--- src/rtl/pgl_pkg.sv ---
// Package: register map, field layout, reset values and timing for the power-good / regulator bank
package pgl_pkg;

  // ----------------------------------------------------------------
  // Register offsets
  // ----------------------------------------------------------------
  localparam logic [7:0] PG_TREE_CTL_PIN_MASK_OFS  = 8'hac;
  localparam logic [7:0] LDO_A1_CONTROL_OFS        = 8'hae;
  localparam logic [7:0] POWER_GOOD_STATUS_ONE_OFS = 8'hb0;

  // ----------------------------------------------------------------
  // Reset values
  // ----------------------------------------------------------------
  localparam logic [7:0] PG_TREE_CTL_PIN_MASK_RST  = 8'hff;
  localparam logic [7:0] LDO_A1_CONTROL_RST        = 8'h7d;
  localparam logic [7:0] POWER_GOOD_STATUS_ONE_RST = 8'h00;

  // ----------------------------------------------------------------
  // Pin-mask field positions
  // ----------------------------------------------------------------
  localparam int OUT1_IN3_MASK_BIT = 7;
  localparam int OUT1_IN6_MASK_BIT = 6;
  localparam int OUT4_IN3_MASK_BIT = 5;
  localparam int OUT4_IN6_MASK_BIT = 4;
  localparam int OUT2_IN3_MASK_BIT = 3;
  localparam int OUT2_IN6_MASK_BIT = 2;
  localparam int OUT3_IN3_MASK_BIT = 1;
  localparam int OUT3_IN6_MASK_BIT = 0;

  // ----------------------------------------------------------------
  // Regulator control field positions
  // ----------------------------------------------------------------
  localparam int DISCHARGE_MSB     = 7;
  localparam int DISCHARGE_LSB     = 6;
  localparam int SHUTDOWN_CFG_BIT  = 5;
  localparam int VOLT_CODE_MSB     = 4;
  localparam int VOLT_CODE_LSB     = 1;
  localparam int ENABLE_BIT        = 0;

  // ----------------------------------------------------------------
  // Discharge codes
  // ----------------------------------------------------------------
  localparam logic [1:0] DISCHARGE_NONE  = 2'h0;
  localparam logic [1:0] DISCHARGE_100R  = 2'h1;
  localparam logic [1:0] DISCHARGE_200R  = 2'h2;
  localparam logic [1:0] DISCHARGE_500R  = 2'h3;

  // ----------------------------------------------------------------
  // Emergency-shutdown off-time choices and clock
  // ----------------------------------------------------------------
  localparam int CLK_MHZ    = 250;
  localparam int ESD_1_MS   = 1;
  localparam int ESD_5_MS   = 5;
  localparam int ESD_10_MS  = 10;
  localparam int ESD_100_MS = 100;
  localparam logic [1:0] ESD_SEL_1MS   = 2'h0;
  localparam logic [1:0] ESD_SEL_5MS   = 2'h1;
  localparam logic [1:0] ESD_SEL_10MS  = 2'h2;
  localparam logic [1:0] ESD_SEL_100MS = 2'h3;
  localparam int CYC_PER_MS = CLK_MHZ * 1000;

endpackage : pgl_pkg

--- src/rtl/pgl_esd_timer.sv ---
// Timer that holds the regulator off for the selected emergency-shutdown time
`timescale 1ns/1ps
module pgl_esd_timer #(
  parameter int CYC_PER_MS = pgl_pkg::CYC_PER_MS
) (
  // Clock and reset
  input  wire logic       i_mclk,
  input  wire logic       i_rst_n,
  // Control
  input  wire logic       i_start,
  input  wire logic [1:0] i_sel,
  // Status
  output logic            o_busy
);

  localparam int CW = 32;

  logic [CW-1:0] count_q;

  // ----------------------------------------------------------------
  // Off-time lookup
  // ----------------------------------------------------------------
  function automatic logic [CW-1:0] off_cycles(input logic [1:0] sel);
    logic [CW-1:0] ms;
    ms = CW'(pgl_pkg::ESD_1_MS);
    unique case (sel)
      pgl_pkg::ESD_SEL_1MS:   ms = CW'(pgl_pkg::ESD_1_MS);
      pgl_pkg::ESD_SEL_5MS:   ms = CW'(pgl_pkg::ESD_5_MS);
      pgl_pkg::ESD_SEL_10MS:  ms = CW'(pgl_pkg::ESD_10_MS);
      pgl_pkg::ESD_SEL_100MS: ms = CW'(pgl_pkg::ESD_100_MS);
    endcase
    return CW'(ms * CW'(CYC_PER_MS));
  endfunction : off_cycles

  // ----------------------------------------------------------------
  // Countdown; a fresh event restarts the full time
  // ----------------------------------------------------------------
  always_ff @(posedge i_mclk or negedge i_rst_n) begin
    if (!i_rst_n) begin
      count_q <= '0;
    end else if (i_start) begin
      count_q <= off_cycles(i_sel);
    end else if (count_q != '0) begin
      count_q <= count_q - CW'(1);
    end
  end

  assign o_busy = (count_q != '0);

endmodule : pgl_esd_timer

--- src/rtl/pgl_regs.sv ---
// Power-good mask, regulator control and power-good status register bank
// What this block does
// RULE1 - Mask bits 7,6 drop control inputs three,six from output one tree when set.
// RULE2 - Mask bits 5,4 drop control inputs three,six from output four tree when set.
// RULE3 - Mask bits 3,2 drop control inputs three,six from output two tree when set.
// RULE4 - Mask bits 1,0 drop control inputs three,six from output three tree when set.
// RULE5 - Pin-mask register resets to all ones, excluding both inputs everywhere.
// RULE6 - Discharge field bits 7:6 picks none,100,200,500 ohms; resets to code 1.
// RULE7 - Shutdown-config clear: emergency shutdown holds regulator off for factory time.
// RULE8 - Shutdown-config bit 5 set: only enable bit controls regulator; resets to one.
// RULE9 - Voltage code bits 4:1 selects output voltage; resets to E hex.
// RULE10 - Bit 0 enables the regulator; resets to one.
// RULE11 - Regulator control register resets to 7D hex.
// RULE12 - Status bits read one while rail in regulation; read-only, reset zero.
// RULE13 - Status order bit 7..0: ldo two, switch a one, step-down six..one.
// RULE14 - Host writes to the status register are ignored.
// RULE15 - Each output asserts only while all unmasked tree members are good.
`timescale 1ns/1ps
module pgl_regs #(
  parameter int         CYC_PER_MS = pgl_pkg::CYC_PER_MS,
  parameter logic [1:0] ESD_SEL    = pgl_pkg::ESD_SEL_1MS
) (
  // Clock and reset
  input  wire logic       i_mclk,
  input  wire logic       i_rst_n,
  // Register access port from the serial engine
  input  wire logic       i_reg_wr,
  input  wire logic       i_reg_rd,
  input  wire logic [7:0] i_reg_addr,
  input  wire logic [7:0] i_reg_wdata,
  output logic [7:0]      o_reg_rdata,
  output logic            o_reg_hit,
  // Control pins
  input  wire logic       i_control_input_three,
  input  wire logic       i_control_input_six,
  // Rest of each power-good tree (other members, already masked)
  input  wire logic       i_tree_one_good,
  input  wire logic       i_tree_two_good,
  input  wire logic       i_tree_three_good,
  input  wire logic       i_tree_four_good,
  // Rail power-good indications
  input  wire logic       i_ldo_two_good_flag,
  input  wire logic       i_switch_a_one_good_flag,
  input  wire logic       i_step_down_six_good_flag,
  input  wire logic       i_step_down_five_good_flag,
  input  wire logic       i_step_down_four_good_flag,
  input  wire logic       i_step_down_three_good_flag,
  input  wire logic       i_step_down_two_good_flag,
  input  wire logic       i_step_down_one_good_flag,
  // Emergency shutdown event
  input  wire logic       i_emergency_shutdown,
  // Power-good outputs
  output logic            o_pg_output_one,
  output logic            o_pg_output_two,
  output logic            o_pg_output_three,
  output logic            o_pg_output_four,
  // Regulator controls
  output logic            o_reg_enable,
  output logic [1:0]      o_reg_discharge_select,
  output logic [3:0]      o_reg_voltage_code
);

  logic [7:0] pin_mask_q;
  logic [7:0] ldo_ctl_q;
  logic [7:0] status_q;
  logic [7:0] status_d;
  logic       esd_busy;
  logic       esd_start;
  logic       pg1_d;
  logic       pg2_d;
  logic       pg3_d;
  logic       pg4_d;

  // ----------------------------------------------------------------
  // Tree evaluation helper
  // ----------------------------------------------------------------
  // A masked member counts as good, so it cannot hold the output low
  function automatic logic tree_good(input logic rest, input logic in3, input logic in6,
                                     input logic m3, input logic m6);
    return rest & (in3 | m3) & (in6 | m6);
  endfunction : tree_good

  function automatic logic wr_hit(input logic wr, input logic [7:0] a, input logic [7:0] ofs);
    return wr & (a == ofs);
  endfunction : wr_hit

  // ----------------------------------------------------------------
  // Pin-mask register
  // ----------------------------------------------------------------
  always_ff @(posedge i_mclk or negedge i_rst_n) begin
    if (!i_rst_n) begin
      pin_mask_q <= pgl_pkg::PG_TREE_CTL_PIN_MASK_RST; // see RULE5
    end else if (wr_hit(i_reg_wr, i_reg_addr, pgl_pkg::PG_TREE_CTL_PIN_MASK_OFS)) begin
      pin_mask_q <= i_reg_wdata;
    end
  end

  // ----------------------------------------------------------------
  // Regulator control register
  // ----------------------------------------------------------------
  always_ff @(posedge i_mclk or negedge i_rst_n) begin
    if (!i_rst_n) begin
      ldo_ctl_q <= pgl_pkg::LDO_A1_CONTROL_RST; // see RULE11
    end else if (wr_hit(i_reg_wr, i_reg_addr, pgl_pkg::LDO_A1_CONTROL_OFS)) begin
      ldo_ctl_q <= i_reg_wdata;
    end
  end

  // ----------------------------------------------------------------
  // Status snapshot, refreshed every clock; host writes have no path here
  // ----------------------------------------------------------------
  always_comb begin
    status_d = {i_ldo_two_good_flag, i_switch_a_one_good_flag,
                i_step_down_six_good_flag, i_step_down_five_good_flag,
                i_step_down_four_good_flag, i_step_down_three_good_flag,
                i_step_down_two_good_flag, i_step_down_one_good_flag}; // see RULE13
  end

  always_ff @(posedge i_mclk or negedge i_rst_n) begin
    if (!i_rst_n) begin
      status_q <= pgl_pkg::POWER_GOOD_STATUS_ONE_RST; // see RULE12
    end else begin
      status_q <= status_d; // see RULE14
    end
  end

  // ----------------------------------------------------------------
  // Read path
  // ----------------------------------------------------------------
  always_comb begin
    o_reg_hit = 1'b1;
    unique case (i_reg_addr)
      pgl_pkg::PG_TREE_CTL_PIN_MASK_OFS:  o_reg_rdata = pin_mask_q;
      pgl_pkg::LDO_A1_CONTROL_OFS:        o_reg_rdata = ldo_ctl_q;
      pgl_pkg::POWER_GOOD_STATUS_ONE_OFS: o_reg_rdata = status_q; // see RULE12
      default: begin
        o_reg_rdata = 8'h00;
        o_reg_hit   = 1'b0;
      end
    endcase
    if (!i_reg_rd) begin
      o_reg_rdata = 8'h00;
    end
  end

  // ----------------------------------------------------------------
  // Power-good trees
  // ----------------------------------------------------------------
  always_comb begin
    pg1_d = tree_good(i_tree_one_good, i_control_input_three, i_control_input_six,
                      pin_mask_q[pgl_pkg::OUT1_IN3_MASK_BIT],
                      pin_mask_q[pgl_pkg::OUT1_IN6_MASK_BIT]); // see RULE1 see RULE15
    pg4_d = tree_good(i_tree_four_good, i_control_input_three, i_control_input_six,
                      pin_mask_q[pgl_pkg::OUT4_IN3_MASK_BIT],
                      pin_mask_q[pgl_pkg::OUT4_IN6_MASK_BIT]); // see RULE2 see RULE15
    pg2_d = tree_good(i_tree_two_good, i_control_input_three, i_control_input_six,
                      pin_mask_q[pgl_pkg::OUT2_IN3_MASK_BIT],
                      pin_mask_q[pgl_pkg::OUT2_IN6_MASK_BIT]); // see RULE3 see RULE15
    pg3_d = tree_good(i_tree_three_good, i_control_input_three, i_control_input_six,
                      pin_mask_q[pgl_pkg::OUT3_IN3_MASK_BIT],
                      pin_mask_q[pgl_pkg::OUT3_IN6_MASK_BIT]); // see RULE4 see RULE15
  end

  // Registered so the pins never glitch while masks and inputs change together
  always_ff @(posedge i_mclk or negedge i_rst_n) begin
    if (!i_rst_n) begin
      o_pg_output_one   <= 1'b0;
      o_pg_output_two   <= 1'b0;
      o_pg_output_three <= 1'b0;
      o_pg_output_four  <= 1'b0;
    end else begin
      o_pg_output_one   <= pg1_d;
      o_pg_output_two   <= pg2_d;
      o_pg_output_three <= pg3_d;
      o_pg_output_four  <= pg4_d;
    end
  end

  // ----------------------------------------------------------------
  // Emergency shutdown hold-off
  // ----------------------------------------------------------------
  assign esd_start = i_emergency_shutdown & ~ldo_ctl_q[pgl_pkg::SHUTDOWN_CFG_BIT]; // see RULE7

  pgl_esd_timer #(
    .CYC_PER_MS (CYC_PER_MS)
  ) u_esd_timer (
    .i_mclk  (i_mclk),
    .i_rst_n (i_rst_n),
    .i_start (esd_start),
    .i_sel   (ESD_SEL),
    .o_busy  (esd_busy)
  );

  // ----------------------------------------------------------------
  // Regulator outputs
  // ----------------------------------------------------------------
  always_ff @(posedge i_mclk or negedge i_rst_n) begin
    if (!i_rst_n) begin
      o_reg_enable           <= 1'b0;
      o_reg_discharge_select <= pgl_pkg::DISCHARGE_100R;
      o_reg_voltage_code     <= pgl_pkg::LDO_A1_CONTROL_RST[pgl_pkg::VOLT_CODE_MSB:pgl_pkg::VOLT_CODE_LSB];
    end else begin
      // Config bit set leaves only the enable bit in charge
      o_reg_enable <= ldo_ctl_q[pgl_pkg::ENABLE_BIT] &
                      (ldo_ctl_q[pgl_pkg::SHUTDOWN_CFG_BIT] | ~(esd_busy | esd_start)); // see RULE8 see RULE10
      o_reg_discharge_select <= ldo_ctl_q[pgl_pkg::DISCHARGE_MSB:pgl_pkg::DISCHARGE_LSB]; // see RULE6
      o_reg_voltage_code     <= ldo_ctl_q[pgl_pkg::VOLT_CODE_MSB:pgl_pkg::VOLT_CODE_LSB]; // see RULE9
    end
  end

endmodule : pgl_regs

--- config.mk ---
export PLATFORM = sky130hd
export DESIGN_NAME = pgl_regs
export DESIGN_NICKNAME = d
export VERILOG_FILES = /design/src/rtl/pgl_pkg.sv /design/src/rtl/pgl_esd_timer.sv /design/src/rtl/pgl_regs.sv
export SDC_FILE = /design/constraint.sdc
export NUM_CORES = 1
export LEC_CHECK = 0
export BUFFER_PORTS_ARGS = -buffer_cell sky130_fd_sc_hd__buf_4
export CAP_MARGIN = 40
export CELL_PAD_IN_SITES_DETAIL_PLACEMENT = 0
export CELL_PAD_IN_SITES_GLOBAL_PLACEMENT = 2
export CORE_MARGIN = 1.5
export CORE_UTILIZATION = 32
export DETAILED_ROUTE_END_ITERATION = 8
export GPL_TIMING_DRIVEN = 0
export PLACE_DENSITY = 0.7
export SLEW_MARGIN = 20
export SYNTH_ARGS = -nofsm -noshare
export SYNTH_HDL_FRONTEND = slang
export SYNTH_SLANG_ARGS = --single-unit
--- constraint.sdc ---
create_clock -name i_mclk -period 2.8 [get_ports i_mclk]
set_clock_uncertainty 0.2 [all_clocks]
set_input_delay 0.42 -clock i_mclk [delete_from_list [all_inputs] [get_ports i_mclk]]
set_output_delay 0.42 -clock i_mclk [all_outputs]
set_load 0.005 [all_outputs]
==> impl_metrics.json <==
{
  "ff2ff_setup_slack_ns": 0.02,
  "fmaxAchievable_mhz": 359.4,
  "grt_max_degree": 41,
  "required_ns": 2.87,
  "synthSimpleGateAreaFrac": 0.2019,
  "ys_types": 49,
  "reg2reg_from": "u_esd_timer.count_q[23]$_DFFE_PN0N_",
  "preCtsSetupSlack_ns": -0.3834,
  "syn-num-nets": 314,
  "synth-main-ff-cell": "dfrtp_1",
  "drcViolationCount": 0,
  "synth_compound_area_frac": 0.1538,
  "vias": 2669,
  "crit_arrival_ns": 2.85,
  "place_congestion": 0.7178,
  "crit_slowest_cell": "or4_4",
  "fin_util": 0.4563,
  "power_leakage_uw": 0.001803,
  "synthArstFlopShare": 1.000,
  "p_seq_frac": 0.498,
  "synth_xor_area_frac": 0.008478,
  "root_buffer": "clkbuf_8",
  "synth_top_family_by_area": "simple AND/OR/NAND/NOR gates",
  "clk_latency_ns": 0.34,
  "ios": 55,
  "clock_sinks": 67,
  "rsz0062_at_grt": "true",
  "pwr-share-clk": 0.406,
  "rows": 35,
  "syn_area_um2": 3099,
  "routedWlPerCell_um": 16.32,
  "power_density_nw_per_um2": 491.5,
  "die_w_um": 101.4,
  "status": "finished clean",
  "finalSetupViolCount": 0,
  "crit_type": "register to register",
  "clk_transition_reported_paths_ns": 0.09,
  "fin_crit_sh": 0.9936,
  "cts_made_buffers": 9,
  "grtUsageTotal": 0.1706,
  "overflow": 0,
  "grt_pass1_wl_um": 13340,
  "hp-class": "primary input to register",
  "totalWireLength_um": 8290,
  "period_needed_ns": 2.782,
  "max_stage_delay_ns": 0.54,
  "fill_cells": 914,
  "setup_ws_ns": 0.01788,
  "portBuffers": 54,
  "dieArea_um2": 10280,
  "reg2reg_to": "u_esd_timer.count_q[29]$_DFFE_PN0N_",
  "irDropWorstVdd_uv": 228.1,
  "syn_avg_cell_area_um2": 11.15,
  "path_max_fanout": 5,
  "nNetsFinal": 410,
  "cap_violations": 0,
  "drive_above_1_share": 0.4406,
  "diodes": 0,
  "p_switching_uw": 547.6,
  "relSlewSlack": 0.5890,
  "hold_depth": 2,
  "cp-end-kind": "register",
  "initial_utilization": 0.3323,
  "pwr-share-comb": 0.096,
  "viasPerCell": 5.254,
  "finalHoldViolations": 0,
  "tritoncts": "built",
  "core_area_um2": 9328,
  "intPower_uw": 1544,
  "critical_path.top_delay_family": "simple AND/OR/NAND/NOR gates",
  "synth_mux_area_frac": 0.06136,
  "tns_ns": 0,
  "hold-path-endpoint": "ldo_ctl_q[1]$_DFFE_PN0P_",
  "htreeDepth": 3,
  "reg2reg_depth": 5,
  "drtAntennaViolNets": 0,
  "synth_edf_count": 0,
  "cp-start-kind": "register",
  "ys_ff_latch": 67,
  "synthCells": 278,
  "yosysWarnings": 0,
  "worstHoldStart": "i_reg_wdata[1]",
  "whs_ns": 0.1130,
  "dp_hpwl_um": 5644,
  "worst_pin_slew_ns": 0.6165,
  "dr.first_iter.drc_count": 107,
  "dr.pass1.iters": 4,
  "yosysSeqAreaShare": 0.5482,
  "die_h_um": 101.4,
  "syn2layout_area_growth_pct": 37.34,
  "path_cells": "or4_4 > or4_4 > or3_4 > or4_4 > a21oi_2",
  "total_power_uw": 2092,
  "maxSlewViolCount": 0,
  "cp_num_buf_inv": 0,
  "sw_frac_of_total": 0.2618,
  "grt_pass1_vias": 2624,
  "cp_common_cell": "or4_4",
  "antenna_found_initial": 0,
  "synth_adder_area_share": 0.004037,
  "clock_path_buffers": 2
}
==> what timing repair did <==
| action | in CTS | in global routing |
|---|---|---|
| endpoints found under the setup margin | 32 | 20 |
| gates cloned | 0 | 0 |
| resized for setup | 18 | 11 |
| hold buffers | 9 | 0 |
| buffers inserted | 15 | 4 |
| pin swaps | 8 | 7 |
| endpoints found under the hold margin | 30 | 0 |
==> through the flow <==
step                area [um2]  instances
finish                    4257        508
global route              4257        508
CTS                       4192        506
detailed placement        3711        466
global placement          3666        461
floorplan                 3099        278
==> placed cells by master (no fill, tap or decap), drive strengths merged, types with 12 or more instances in the layout <==
master	instances
nand2	12
clkbuf	14
dfstp	18
dfrtp	49
nor2	24
a21oi	22
o21ai	13
mux2	16
buf	79
or4	13
or3	14
==> state kept, by name, indices dropped and copies added, names as in the netlist, 2 cells and up <==
name / flops
u_esd_timer.count_q: 32
ldo_ctl_q: 8
pin_mask_q: 8
status_q: 8
o_reg_voltage_code: 4
o_reg_discharge_select: 2
==> power groups by stage <==
stage / clock (uW) / sequential, uW / combinational (uW)
2_1_floorplan: 0 / 1050 / 77.8
5_1_grt: 926 / 1050 / 225
6_report: 850 / 1040 / 201
4_1_cts: 881 / 1040 / 201
3_3_place_gp: 0 / 1060 / 169
3_5_place_dp: 0 / 1060 / 174
==> layout make-up <==
| cell class | instances | area [um2] | area share |
|---|---|---|---|
| Clock inverter | 7 | 81.33 | 0.01911 |
| Buffer | 7 | 42.54 | 0.009994 |
| Clock buffer | 9 | 123.9 | 0.02910 |
| Timing Repair Buffer | 88 | 688.2 | 0.1617 |
| Inverter | 4 | 15.01 | 0.003527 |
| Multi-Input combinational cell | 197 | 1445 | 0.3395 |
| Tap cell | 129 | 161.4 | 0.03792 |
| Sequential cell | 67 | 1699 | 0.3992 |
==> logic make-up after synthesis <==
family | count (synthesis)
and+or+nand+nor | 106
xor gates and xnor gates | 3
muxes | 17
DFF | 67
adders and majority gates | 1
buffers and inverters | 14
AOI/OAI and AO/OA | 70
==> Yosys cell counts (all sizes together) (5+ instances only) <==
| cell type | n | share of area |
|---|---|---|
| dfrtp | 49 | 0.40 |
| nor2 | 24 | 0.029 |
| a21oi | 22 | 0.036 |
| dfstp | 18 | 0.15 |
| mux2 | 16 | 0.058 |
| or3 | 14 | 0.031 |
| o21ai | 13 | 0.021 |
| or4 | 13 | 0.032 |
| nand2 | 12 | 0.015 |
| a222oi | 8 | 0.026 |
| nor3 | 8 | 0.015 |
| o31ai | 8 | 0.019 |
| nor4 | 6 | 0.014 |
| a31oi | 5 | 0.010 |
| and4 | 5 | 0.014 |
| clkbuf | 5 | 0.0061 |
==> how the worst max path moves through the flow <==
stage	depth (start not counted)	slack [ns]	from	endpoint
global placement	6	-0.46	u_esd_timer.count_q[23]$_DFFE_PN0N_	u_esd_timer.count_q[4]$_DFFE_PN0N_
finish	5	0.02	u_esd_timer.count_q[23]$_DFFE_PN0N_	u_esd_timer.count_q[29]$_DFFE_PN0N_
floorplan	7	0.01	u_esd_timer.count_q[23]$_DFFE_PN0N_	u_esd_timer.count_q[29]$_DFFE_PN0N_
CTS	7	-0.07	u_esd_timer.count_q[22]$_DFFE_PN0N_	u_esd_timer.count_q[29]$_DFFE_PN0N_
global route	5	-0.03	u_esd_timer.count_q[23]$_DFFE_PN0N_	u_esd_timer.count_q[29]$_DFFE_PN0N_
detailed placement	8	-0.38	u_esd_timer.count_q[0]$_DFFE_PN0N_	u_esd_timer.count_q[30]$_DFFE_PN0N_
==> per-layer routing <==
metal | vias to the layer above | share of wire | routed length (um) | GRT usage
met5 | - | 0 | 0 | 0
met4 | 0 | 0.011 | 95 | 0.05556
met3 | 7 | 0.027 | 221 | 0.03037
met2 | 39 | 0.48 | 3971 | 0.2612
met1 | 1353 | 0.48 | 4003 | 0.2452
li1 | 1270 | - | - | -
(Power assumes the default switching activity.)
